--- config.mk ---
export PLATFORM = sky130hd
export DESIGN_NAME = tws_slave
export DESIGN_NICKNAME = d
export VERILOG_FILES = /design/src/rtl/tws_pkg.sv /design/src/rtl/tws_slave.sv
export VERILOG_INCLUDE_DIRS = /design/src /design/src/rtl
export SDC_FILE = /design/constraint.sdc
export NUM_CORES = 1
export LEC_CHECK = 0
export BUFFER_PORTS_ARGS = -buffer_cell sky130_fd_sc_hd__buf_2
export CORE_MARGIN = 2
export CORE_UTILIZATION = 60
export DETAILED_ROUTE_END_ITERATION = 10
export PLACE_DENSITY_LB_ADDON = 0.12
export SYNTH_ARGS = -nofsm -noshare
export SYNTH_HDL_FRONTEND = slang
export SYNTH_SLANG_ARGS = --single-unit
--- constraint.sdc ---
create_clock -name clk_i -period 2.9 [get_ports clk_i]
set_clock_uncertainty 0.2 [all_clocks]
set_input_delay 0.58 -clock clk_i [delete_from_list [all_inputs] [get_ports clk_i]]
set_output_delay 0.58 -clock clk_i [all_outputs]
set_load 0.005 [all_outputs]
--- src/rtl/tws_defs.svh ---
`ifndef TWS_DEFS_SVH
`define TWS_DEFS_SVH

// register word offsets
`define TWS_OFS_CTRL 4'h0
`define TWS_OFS_BYTE_COUNTER 4'h1
`define TWS_OFS_TIMING 4'h2
`define TWS_OFS_STATUS 4'h3
`define TWS_OFS_RHR 4'h4
`define TWS_OFS_THR 4'h5

// reset values
`define TWS_CTRL_RST 32'h0000_0000
`define TWS_TIMING_RST 32'h0000_0000
`define TWS_BYTE_COUNTER_RST 8'h00

// status bits cleared by writing one
`define TWS_STATUS_W1C 32'h0000_3ff8

// fixed bus addresses and crc
`define TWS_ARA_ADDR 7'h0c
`define TWS_TENBIT_HDR 5'h1e
`define TWS_CRC_POLY 8'h07
`define TWS_CRC_INIT 8'h00

`endif

--- src/rtl/tws_pkg.sv ---
package tws_pkg;

    // control register image
    typedef struct packed {
        logic [16:0] unused;
        logic [6:0] slave_addr;
        logic unused_b7;
        logic alert;
        logic stretch_enable;
        logic nak_resp;
        logic count_up_select;
        logic packet_check_enable;
        logic smbus_mode_select;
        logic enable;
    } tws_ctrl_t;

    // timing register image
    typedef struct packed {
        logic [11:0] unused;
        logic [3:0] prescale_power;
        logic [15:0] timeout_ticks;
    } tws_timing_t;

    // status flags, top bit first down to bit 0
    typedef struct packed {
        logic [17:0] unused;
        logic addr_match;
        logic overrun_flag;
        logic underrun_flag;
        logic bus_timeout_flag;
        logic packet_check_error_flag;
        logic bus_error_flag;
        logic nak;
        logic byte_done_flag;
        logic restart_seen_flag;
        logic end_condition_flag;
        logic transfer_complete_flag;
        logic direction_read_flag;
        logic transmit_request_flag;
        logic receive_request_flag;
    } tws_flags_t;

    typedef enum logic [3:0] {
        ST_IDLE, ST_ADDR, ST_AACK, ST_TX, ST_TXW, ST_TACK, ST_RX, ST_RXW, ST_RACK, ST_WAIT
    } tws_state_t;

endpackage

--- src/rtl/tws_slave.sv ---
// Function
// - misplaced start/stop: error flag, idle till start
// - read address: transmitter, direction flag set later
// - write address: receiver, direction flag cleared later
// - transmitter waits for holding data, then requests
// - check byte sent when counter zero, no stretch
// - byte counter counts up or down per byte
// - nak flag two cycles after clock high
// - byte done: transmitter two cycles after ack clock low, receiver one cycle after eighth clock low
// - stop in transmitter: complete and stop flags
// - repeated start after addressing sets flag
// - release data on ninth pulse, sample ack
// - receiver shifts byte, then byte done
// - receiver acks data per control field
// - check byte acked only when crc matches
// - check byte mismatch sets error flag
// - stop in receiver sets complete flag
// - receive request doubles as dma request
// - transmit request doubles as dma request
// - smbus mode accepts seven-bit addresses only
// - crc always updated, checking only when enabled
// - timeout base is clock over 2^(exp+1)
// - no stretch: overrun discards, underrun resends
//
// Decided for this implementation: the Wishbone register port and the register addresses.
`timescale 1ns/1ps
`include "tws_defs.svh"

module tws_slave (
    input wire logic clk_i,
    input wire logic rst_i,
    input wire logic wb_cyc_i,
    input wire logic wb_stb_i,
    input wire logic wb_we_i,
    input wire logic [3:0] wb_adr_i,
    input wire logic [3:0] wb_sel_i,
    input wire logic [31:0] wb_dat_i,
    output logic [31:0] wb_dat_o,
    output logic wb_ack_o,
    input wire logic scl_i,
    output logic scl_o,
    output logic scl_oe_o,
    input wire logic sda_i,
    output logic sda_o,
    output logic sda_oe_o,
    output logic alert_o,
    output logic alert_oe_o,
    output logic dma_tx_req_o,
    output logic dma_rx_req_o
);
    tws_pkg::tws_ctrl_t ctrl;
    tws_pkg::tws_timing_t timing;
    tws_pkg::tws_flags_t flags;
    tws_pkg::tws_state_t state;
    logic [7:0] byte_counter;
    logic [7:0] receive_holding_buffer;
    logic [7:0] transmit_holding_buffer;
    logic thr_full;
    logic rhr_full;
    logic scl_m, scl_s, scl_d, sda_m, sda_s, sda_d;
    logic [7:0] shreg;
    logic [3:0] bitcnt;
    logic [7:0] crc;
    logic addressed;
    logic tra_pend, tra_val;
    logic nak_pend, nak_val, btf_pend;
    logic [15:0] presc;
    logic [15:0] tcount;
    logic wr, rd_rhr, wr_thr;
    logic scl_rise, scl_fall, start_c, stop_c, timeout;
    logic pec_on, tx_pec, tx_load;
    logic [7:0] next_byte_counter;
    logic [31:0] set_bits;
    logic [31:0] clr_bits;
    logic [7:0] next_crc;
    logic [7:0] stored;

    // bus access decode
    assign wr = wb_cyc_i & wb_stb_i & wb_we_i & ~wb_ack_o;
    assign rd_rhr = wb_cyc_i & wb_stb_i & ~wb_we_i & ~wb_ack_o & (wb_adr_i == `TWS_OFS_RHR);
    assign wr_thr = wr & wb_sel_i[0] & (wb_adr_i == `TWS_OFS_THR);

    // two-flop synchronisers, third flop for edges
    always_ff @(posedge clk_i) begin
        if (rst_i) begin
            {scl_m, scl_s, scl_d} <= 3'h7;
            {sda_m, sda_s, sda_d} <= 3'h7;
        end else begin
            {scl_m, scl_s, scl_d} <= {scl_i, scl_m, scl_s};
            {sda_m, sda_s, sda_d} <= {sda_i, sda_m, sda_s};
        end
    end

    assign scl_rise = scl_s & ~scl_d;
    assign scl_fall = ~scl_s & scl_d;
    assign start_c = scl_s & scl_d & sda_d & ~sda_s;
    assign stop_c = scl_s & scl_d & ~sda_d & sda_s;
    assign pec_on = ctrl.smbus_mode_select & ctrl.packet_check_enable;
    assign tx_pec = pec_on & (byte_counter == 8'h00);
    assign next_byte_counter = ctrl.count_up_select ? byte_counter + 8'h01 : byte_counter - 8'h01;
    // crc-8 over the bus level, one bit per rising clock
    assign next_crc = {crc[6:0], 1'b0} ^ ((crc[7] ^ sda_s) ? `TWS_CRC_POLY : 8'h00);

    // control and timing registers
    always_ff @(posedge clk_i) begin
        if (rst_i) begin
            ctrl <= `TWS_CTRL_RST;
            timing <= `TWS_TIMING_RST;
        end else if (wr) begin
            if (wb_adr_i == `TWS_OFS_CTRL) begin
                for (int i = 0; i < 4; i++) begin
                    if (wb_sel_i[i]) ctrl[i*8 +: 8] <= wb_dat_i[i*8 +: 8];
                end
            end
            if (wb_adr_i == `TWS_OFS_TIMING) begin
                for (int i = 0; i < 4; i++) begin
                    if (wb_sel_i[i]) timing[i*8 +: 8] <= wb_dat_i[i*8 +: 8];
                end
            end
        end
    end

    // registered read mux and single-wait ack
    always_ff @(posedge clk_i) begin
        if (rst_i) begin
            wb_ack_o <= 1'b0;
            wb_dat_o <= 32'h0000_0000;
        end else begin
            wb_ack_o <= wb_cyc_i & wb_stb_i & ~wb_ack_o;
            case (wb_adr_i)
                `TWS_OFS_CTRL: wb_dat_o <= ctrl;
                `TWS_OFS_BYTE_COUNTER: wb_dat_o <= {24'h00_0000, byte_counter};
                `TWS_OFS_TIMING: wb_dat_o <= timing;
                `TWS_OFS_STATUS: wb_dat_o <= flags;
                `TWS_OFS_RHR: wb_dat_o <= {24'h00_0000, receive_holding_buffer};
                `TWS_OFS_THR: wb_dat_o <= {24'h00_0000, transmit_holding_buffer};
                default: wb_dat_o <= 32'h0000_0000;
            endcase
        end
    end

    // prescaled tick and low-period timeout counter
    always_ff @(posedge clk_i) begin
        if (rst_i) begin
            presc <= 16'h0000;
            tcount <= 16'h0000;
        end else begin
            // wraps every 2^(exp+1) clocks
            presc <= (presc + 16'h0001) & ((16'h0002 << timing.prescale_power) - 16'h0001);
            if (scl_s || state == tws_pkg::ST_IDLE || timeout) begin
                tcount <= 16'h0000;
            end else if (presc == 16'h0000) begin
                tcount <= tcount + 16'h0001;
            end
        end
    end

    assign timeout = ctrl.smbus_mode_select & (timing.timeout_ticks != 16'h0000)
        & (tcount >= timing.timeout_ticks);

    // hardware-set status events, collected per cycle
    always_comb begin
        set_bits = 32'h0000_0000;
        set_bits[8] = 1'b0;
        if (nak_pend && nak_val) set_bits[7] = 1'b1;
        if (btf_pend) set_bits[6] = 1'b1;
        if (timeout) set_bits[10] = 1'b1;
        if (start_c || stop_c) begin
            if (state != tws_pkg::ST_IDLE && state != tws_pkg::ST_WAIT && bitcnt > 4'h1
                && bitcnt != 4'h8) begin // one rise is legal: a stop or restart follows the ack
                set_bits[8] = 1'b1;
            end else if (addressed && start_c) begin
                set_bits[5] = 1'b1;
            end else if (addressed && stop_c) begin
                set_bits[3] = 1'b1;
                set_bits[4] = 1'b1;
            end
        end
        if (state == tws_pkg::ST_ADDR && scl_fall && bitcnt == 4'h8 && stored[0]) set_bits[13] = 1'b1;
        if (state == tws_pkg::ST_RX && scl_fall && bitcnt == 4'h8) begin
            set_bits[6] = 1'b1;
            if (pec_on && next_byte_counter == 8'h00 && crc != 8'h00) set_bits[9] = 1'b1;
            if (rhr_full && !ctrl.stretch_enable) set_bits[12] = 1'b1;
        end
        if (tx_load && !tx_pec && !thr_full && !ctrl.stretch_enable) set_bits[11] = 1'b1;
        clr_bits = (wr && wb_adr_i == `TWS_OFS_STATUS) ? (wb_dat_i & `TWS_STATUS_W1C) : 32'h0000_0000;
    end

    // address match: own address, plus alert response when alerting
    always_comb begin
        stored = 8'h00;
        if (ctrl.enable && shreg[7:1] == ctrl.slave_addr
            && !(ctrl.smbus_mode_select && shreg[7:3] == `TWS_TENBIT_HDR)) begin
            stored[0] = 1'b1;
        end
        if (ctrl.enable && ctrl.smbus_mode_select && ctrl.alert && shreg[7:1] == `TWS_ARA_ADDR) begin
            stored[0] = 1'b1;
        end
        stored[7:1] = 7'h00;
    end

    // load point of a transmit byte: after each acked ninth clock
    assign tx_load = (scl_fall && ((state == tws_pkg::ST_AACK && tra_val)
        || (state == tws_pkg::ST_TACK && !nak_val))) || (state == tws_pkg::ST_TXW && thr_full);

    // status flags: set wins over a clear in the same cycle
    always_ff @(posedge clk_i) begin
        if (rst_i) begin
            flags <= 32'h0000_0002;
        end else begin
            flags <= (flags & ~clr_bits) | set_bits;
            flags.direction_read_flag <= tra_pend ? tra_val : flags.direction_read_flag;
            flags.receive_request_flag <= rhr_full;
            flags.transmit_request_flag <= ~thr_full;
        end
    end

    // holding buffers between software or dma and the shifter
    always_ff @(posedge clk_i) begin
        if (rst_i) begin
            transmit_holding_buffer <= 8'h00;
            thr_full <= 1'b0;
        end else if (wr_thr) begin
            transmit_holding_buffer <= wb_dat_i[7:0];
            thr_full <= 1'b1;
        end else if (tx_load && !tx_pec && thr_full) begin
            thr_full <= 1'b0;
        end
    end

    always_ff @(posedge clk_i) begin
        if (rst_i) begin
            receive_holding_buffer <= 8'h00;
            rhr_full <= 1'b0;
        end else if ((state == tws_pkg::ST_RX && scl_fall && bitcnt == 4'h8 && !rhr_full)
            || (state == tws_pkg::ST_RXW && !rhr_full)) begin
            receive_holding_buffer <= shreg;
            rhr_full <= 1'b1;
        end else if (rd_rhr) begin
            rhr_full <= 1'b0;
        end
    end

    // byte counter, software writes take priority
    always_ff @(posedge clk_i) begin
        if (rst_i) begin
            byte_counter <= `TWS_BYTE_COUNTER_RST;
        end else if (wr && wb_sel_i[0] && wb_adr_i == `TWS_OFS_BYTE_COUNTER) begin
            byte_counter <= wb_dat_i[7:0];
        end else if ((state == tws_pkg::ST_TX || state == tws_pkg::ST_RX) && scl_fall && bitcnt == 4'h8) begin
            byte_counter <= next_byte_counter;
        end
    end

    // delayed flag pulses give the two-cycle offsets
    always_ff @(posedge clk_i) begin
        if (rst_i) begin
            nak_pend <= 1'b0;
            btf_pend <= 1'b0;
            tra_pend <= 1'b0;
        end else begin
            nak_pend <= state == tws_pkg::ST_TACK && scl_rise;
            btf_pend <= state == tws_pkg::ST_TACK && scl_fall;
            tra_pend <= set_bits[13];
        end
    end

    // crc runs on every data and address bit, enabled or not
    always_ff @(posedge clk_i) begin
        if (rst_i || start_c) begin
            crc <= `TWS_CRC_INIT;
        end else if (scl_rise && bitcnt != 4'h8 && state != tws_pkg::ST_IDLE && state != tws_pkg::ST_WAIT
            && state != tws_pkg::ST_AACK && state != tws_pkg::ST_RACK && state != tws_pkg::ST_TACK) begin
            crc <= next_crc;
        end
    end

    // bit engine: shifter, bit count, line drives
    always_ff @(posedge clk_i) begin
        if (rst_i) begin
            state <= tws_pkg::ST_IDLE;
            shreg <= 8'h00;
            bitcnt <= 4'h0;
            addressed <= 1'b0;
            tra_val <= 1'b0;
            nak_val <= 1'b0;
            sda_oe_o <= 1'b0;
            scl_oe_o <= 1'b0;
        end else if (timeout || set_bits[8]) begin
            state <= tws_pkg::ST_IDLE;
            addressed <= 1'b0;
            sda_oe_o <= 1'b0;
            scl_oe_o <= 1'b0;
        end else if (start_c) begin
            state <= tws_pkg::ST_ADDR;
            bitcnt <= 4'h0;
            sda_oe_o <= 1'b0;
            scl_oe_o <= 1'b0;
        end else if (stop_c) begin
            state <= tws_pkg::ST_IDLE;
            addressed <= 1'b0;
            sda_oe_o <= 1'b0;
            scl_oe_o <= 1'b0;
        end else begin
            case (state)
                tws_pkg::ST_ADDR: begin
                    if (scl_rise) begin
                        shreg <= {shreg[6:0], sda_s};
                        bitcnt <= bitcnt + 4'h1;
                    end else if (scl_fall && bitcnt == 4'h8) begin
                        if (stored[0]) begin
                            state <= tws_pkg::ST_AACK;
                            addressed <= 1'b1;
                            tra_val <= shreg[0];
                            sda_oe_o <= 1'b1;
                        end else begin
                            state <= tws_pkg::ST_WAIT;
                        end
                    end
                end
                tws_pkg::ST_AACK, tws_pkg::ST_TACK, tws_pkg::ST_TXW: begin
                    if (state == tws_pkg::ST_TACK && scl_rise) nak_val <= sda_s;
                    if (tx_load) begin
                        state <= tws_pkg::ST_TX;
                        bitcnt <= 4'h0;
                        // pec byte, fresh data, or the stale byte again
                        shreg <= tx_pec ? crc : transmit_holding_buffer;
                        sda_oe_o <= tx_pec ? ~crc[7] : ~transmit_holding_buffer[7];
                    end else if (scl_fall && state == tws_pkg::ST_TACK) begin
                        state <= tws_pkg::ST_WAIT;
                        sda_oe_o <= 1'b0;
                    end else if (scl_fall && state == tws_pkg::ST_AACK) begin
                        state <= tws_pkg::ST_RX;
                        bitcnt <= 4'h0;
                        sda_oe_o <= 1'b0;
                    end
                    // write address ack lets the clock go; empty holding buffer with stretching on stalls
                    if (scl_fall && !tra_val && state == tws_pkg::ST_AACK) begin
                        scl_oe_o <= 1'b0;
                    end else if (scl_fall && !tx_pec && !thr_full && ctrl.stretch_enable
                        && (state == tws_pkg::ST_TACK ? !nak_val : tra_val)) begin
                        state <= tws_pkg::ST_TXW;
                        sda_oe_o <= 1'b0;
                        scl_oe_o <= 1'b1;
                    end
                end
                tws_pkg::ST_TX: begin
                    scl_oe_o <= 1'b0; // stretch ends a clock after the msb is set up
                    if (scl_rise) begin
                        bitcnt <= bitcnt + 4'h1;
                    end else if (scl_fall) begin
                        if (bitcnt == 4'h8) begin
                            state <= tws_pkg::ST_TACK;
                            sda_oe_o <= 1'b0;
                        end else begin
                            shreg <= {shreg[6:0], 1'b0};
                            sda_oe_o <= ~shreg[6];
                        end
                    end
                end
                tws_pkg::ST_RX: begin
                    if (scl_rise) begin
                        shreg <= {shreg[6:0], sda_s};
                        bitcnt <= bitcnt + 4'h1;
                    end else if (scl_fall && bitcnt == 4'h8) begin
                        if (rhr_full && ctrl.stretch_enable) begin
                            state <= tws_pkg::ST_RXW;
                            scl_oe_o <= 1'b1;
                        end else begin
                            state <= tws_pkg::ST_RACK;
                            if (pec_on && next_byte_counter == 8'h00) begin
                                sda_oe_o <= crc == 8'h00;
                            end else begin
                                sda_oe_o <= ~ctrl.nak_resp;
                            end
                        end
                    end
                end
                tws_pkg::ST_RXW: begin
                    // counter already moved, so zero marks the pec byte
                    if (!rhr_full) begin
                        state <= tws_pkg::ST_RACK;
                        sda_oe_o <= (pec_on && byte_counter == 8'h00) ? crc == 8'h00 : ~ctrl.nak_resp;
                    end
                end
                tws_pkg::ST_RACK: begin
                    scl_oe_o <= 1'b0; // ack level settles before the clock is let go
                    if (scl_fall) begin
                        state <= tws_pkg::ST_RX;
                        bitcnt <= 4'h0;
                        sda_oe_o <= 1'b0;
                    end
                end
                default: begin
                    // idle: only a start leaves; wait: a start, stop or timeout leaves
                    sda_oe_o <= 1'b0;
                    scl_oe_o <= 1'b0;
                end
            endcase
        end
    end

    // open-drain levels and the alert line
    always_ff @(posedge clk_i) begin
        if (rst_i) begin
            sda_o <= 1'b0;
            scl_o <= 1'b0;
            alert_o <= 1'b0;
            alert_oe_o <= 1'b0;
            dma_tx_req_o <= 1'b0;
            dma_rx_req_o <= 1'b0;
        end else begin
            sda_o <= 1'b0;
            scl_o <= 1'b0;
            alert_o <= 1'b0;
            alert_oe_o <= ctrl.alert & ctrl.smbus_mode_select;
            dma_tx_req_o <= ~thr_full;
            dma_rx_req_o <= rhr_full;
        end
    end

endmodule // tws_slave

==> flow_summary.yaml <==
setup_path:
  r2r-end: "bitcnt[2]"
  worstPathMaxFanout: 6
  crit_start: "timing[13]"
  cp_slowest_stage_delay_ns: 0.44
  path_cells: "inv_1 -> ha_1 -> and4_1 -> a31oi_1 -> a21oi_1 -> a211o_2 -> a211oi_4 -> buf_4 -> o211ai_1 -> a32o_1"
  path_class: "flip-flop to flip-flop"
  cp-start-kind: "flip-flop"
  r2r_cells: 10
  cp_slowest_cell: "a211o_2"
  worstSetupEndpoint: "bitcnt[2]"
  regToRegSetupSlack_ns: 0.13
  crit_arrival_ns: 2.97
  rr_startpoint: "timing[13]"
  cp.required_ns: 3.10
  critPathCaptureType: "flip-flop"
cells_and_area:
  area_delta_synth_final_pct: 14.8
  drive_above_1_share_pct: 14.9
  final_cell_mix: "dfxtp_1 (209), nand2_1 (148), nor2_1 (135), a21oi_1 (125), nand3_1 (88)"
  stdcell_count: 1539
  final_nets: 1385
  final_common_cell: "dfxtp_1"
  final_core_util_pct: 70.4
logic_synthesis:
  seq_area_frac_synth_pct: 41.3
  synthArstFlopShare_pct: 0
  ys_ff_latch: 209
  synth_top_flop_cell: "dfxtp_1"
  yosys.area.top_type: "dfxtp_1"
  netlist_top_cells_area: "dfxtp_1 (41%), a21oi_1 (6.2%), nand2_1 (5.5%), nor2_1 (5.0%), nand3_1 (4.4%)"
  synth_cells: 1224
  syn-cell-area_um2: 10100
  ys_types: 76
  ys.warnings.count: 0
  syn_avg_cell_area_um2: 8.28
  netlist.area_leader.share_pct: 41.3
  synth_edf_count: 0
sta:
  period_minus_slack_ns: 2.77
  hold_viol: 0
  relSlewSlack_pct: 54.9
  tightest_slew_ns: 0.674
  setup_tns_ns: 0
  setup_viol: 0
  fmax_mhz: 361
  drv_slew: 0
  fin_crit_sh_pct: 95.5
global_route:
  grt_pass1_wl_um: 45300
  grt_pass1_vias: 8738
  grt_max_degree: 50
  antenna_found_initial: 1
  globalRoute.totalOverflow: 0
  gr-usage-all-layers_pct: 31.3
floorplan:
  fp.dieH_um: 134
  ios: 88
  design.die.area_um2: 18000
  die_x_um: 134
  start_util_pct: 61.3
  coreArea_um2: 16500
  rows: 47
hold_path:
  hold_path.class: "primary input to flip-flop"
route:
  first_pass_iters: 6
  ant_nets: 0
  first_iter_violations: 1025
  vias: 9566
  via_per_inst: 6.22
  routedWlPerCell_um: 18.5
  drc: 0
  routed_wl_um: 28400
clocking:
  cts-root-buf: "clkbuf_16"
  cts_buffers: 22
  clk_pin_slew_ns: 0.06
  cts_tree: "yes"
  clockBufferDepth: 3
  clk_latency_ns: 0.51
  ctsHtreeMaxLevel: 1
  post_cts_buffers: 0
  clock_sinks: 209
  holdBufCountCts: 0
power_and_ir_drop:
  cellLeakagePower_nw: 4.28
  vdd_drop_max_v: 0.000474
  p_per_area_nw_per_um2: 568
outcome:
  outcome: "finished, final reports clean"
placement:
  place_congestion: 0.958
  dp_cells: 1503
  io_buffers: 84
  dp_hpwl_um: 20100
job:
  maxCapViolations: 0
metal layers:
layer / part of all wire [%] / vias to the layer above / track usage, %
li1: - / 4541 / -
met1: 42 / 4486 / 42.9
met2: 46 / 465 / 49.7
met3: 8.6 / 74 / 5.71
met4: 3.3 / 0 / 11.0
met5: 0 / - / 0
per-stage QoR:
stage          cell area, um2  hold WS, ns  worst slack (ns)  total power (W)
4_1_cts                 11600       0.0567            0.0269          0.00660
5_1_grt                 11600       0.0567           -0.0221          0.00680
3_3_place_gp            10900        0.191            0.0839          0.00384
6_report                11600       0.0563             0.129          0.00661
3_5_place_dp            10900        0.197            0.0457          0.00385
2_1_floorplan           10100        0.189             0.309          0.00359
sequential cells by signal, indices dropped and copies added (netlist names), 4 cells and up:
signal,flops
bitcnt,4
byte_counter,8
crc,8
ctrl,32
flags,13
presc,16
receive_holding_buffer,8
shreg,8
state,4
tcount,16
timing,32
transmit_holding_buffer,8
wb_dat_o,32
Yosys cell counts, types with 4 or more instances:
| cell type | instances |
|---|---|
| nand4_1 | 14 |
| or2_2 | 7 |
| nor3_1 | 20 |
| a31oi_1 | 6 |
| xor2_1 | 17 |
| nand2_1 | 148 |
| nand3_1 | 89 |
| nor2b_1 | 5 |
| nor2_1 | 136 |
| nor4_1 | 15 |
| a211oi_1 | 21 |
| and3_1 | 14 |
| buf_1 | 4 |
| o2111ai_1 | 8 |
| mux2i_1 | 43 |
| buf_2 | 9 |
| a222oi_1 | 14 |
| ha_1 | 30 |
| a211o_1 | 4 |
| o211ai_1 | 7 |
| a22oi_1 | 26 |
| buf_4 | 4 |
| nand3b_1 | 5 |
| a21oi_1 | 126 |
| o21ai_0 | 31 |
| xnor2_1 | 29 |
| clkbuf_1 | 55 |
| inv_1 | 32 |
| mux2_2 | 9 |
| nor3b_1 | 4 |
| nand2b_1 | 11 |
| dfxtp_1 | 209 |
| nor4b_1 | 5 |
where the power goes:
group          total (W)  leakage (nW)  internal [W]  switching [W]
Combinational   0.000820          2.26      0.000309       0.000511
Clock            0.00280         0.340       0.00166        0.00113
Sequential       0.00299          1.69       0.00291      0.0000753
timing repair:
action	CTS	global route
setup endpoints to repair	0	9
resized for setup	0	7
hold endpoints to repair	0	0
layout make-up:
| cell class | count | area (um2) |
|---|---|---|
| fillers | 1341 | 4890 |
| inverters | 34 | 128 |
| well taps | 220 | 275 |
| flip-flops and latches | 209 | 4180 |
| diodes | 1 | 2.50 |
| multi-input cells | 909 | 5560 |
| clock buffers | 30 | 622 |
| repair buffers | 131 | 788 |
| clock inverters | 5 | 77.6 |
logic make-up (layout without fill, tap and decap cells):
logic type                 after synthesis  count (layout)  share of synthesized area (%)
muxes                                   53              53                           5.39
DFF                                    209             209                           41.3
adders and majority gates               32              32                           4.00
xor gates and xnor gates                46              46                           3.97
AOI/OAI and AO/OA                      283             283                           18.1
buffers and inverters                  108             200                           4.41
other                                    1               4                         0.0370
and+or+nand+nor                        492             492                           22.8
worst max-delay path: cells and delay by family, from the launching register on:
kind	cells	cell delay (ns)
AO/OA/AOI/OAI	6	1.33
adder cells (fa/ha/maj)	1	0.31
buffers and inverters	2	0.25
flip-flops	1	0.40
AND/OR/NAND/NOR	1	0.18
how the worst min path moves through the flow:
stage                from    end  slack (ns)  depth (start not counted)
floorplan           scl_m  scl_s        0.19                          1
global placement    sda_m  sda_s        0.19                          1
detailed placement  scl_m  scl_s        0.20                          1
CTS                 scl_i  scl_m        0.06                          2
global route        sda_i  sda_m        0.06                          2
finish              sda_i  sda_m        0.06                          2
Power figures use the tool's default switching activity.
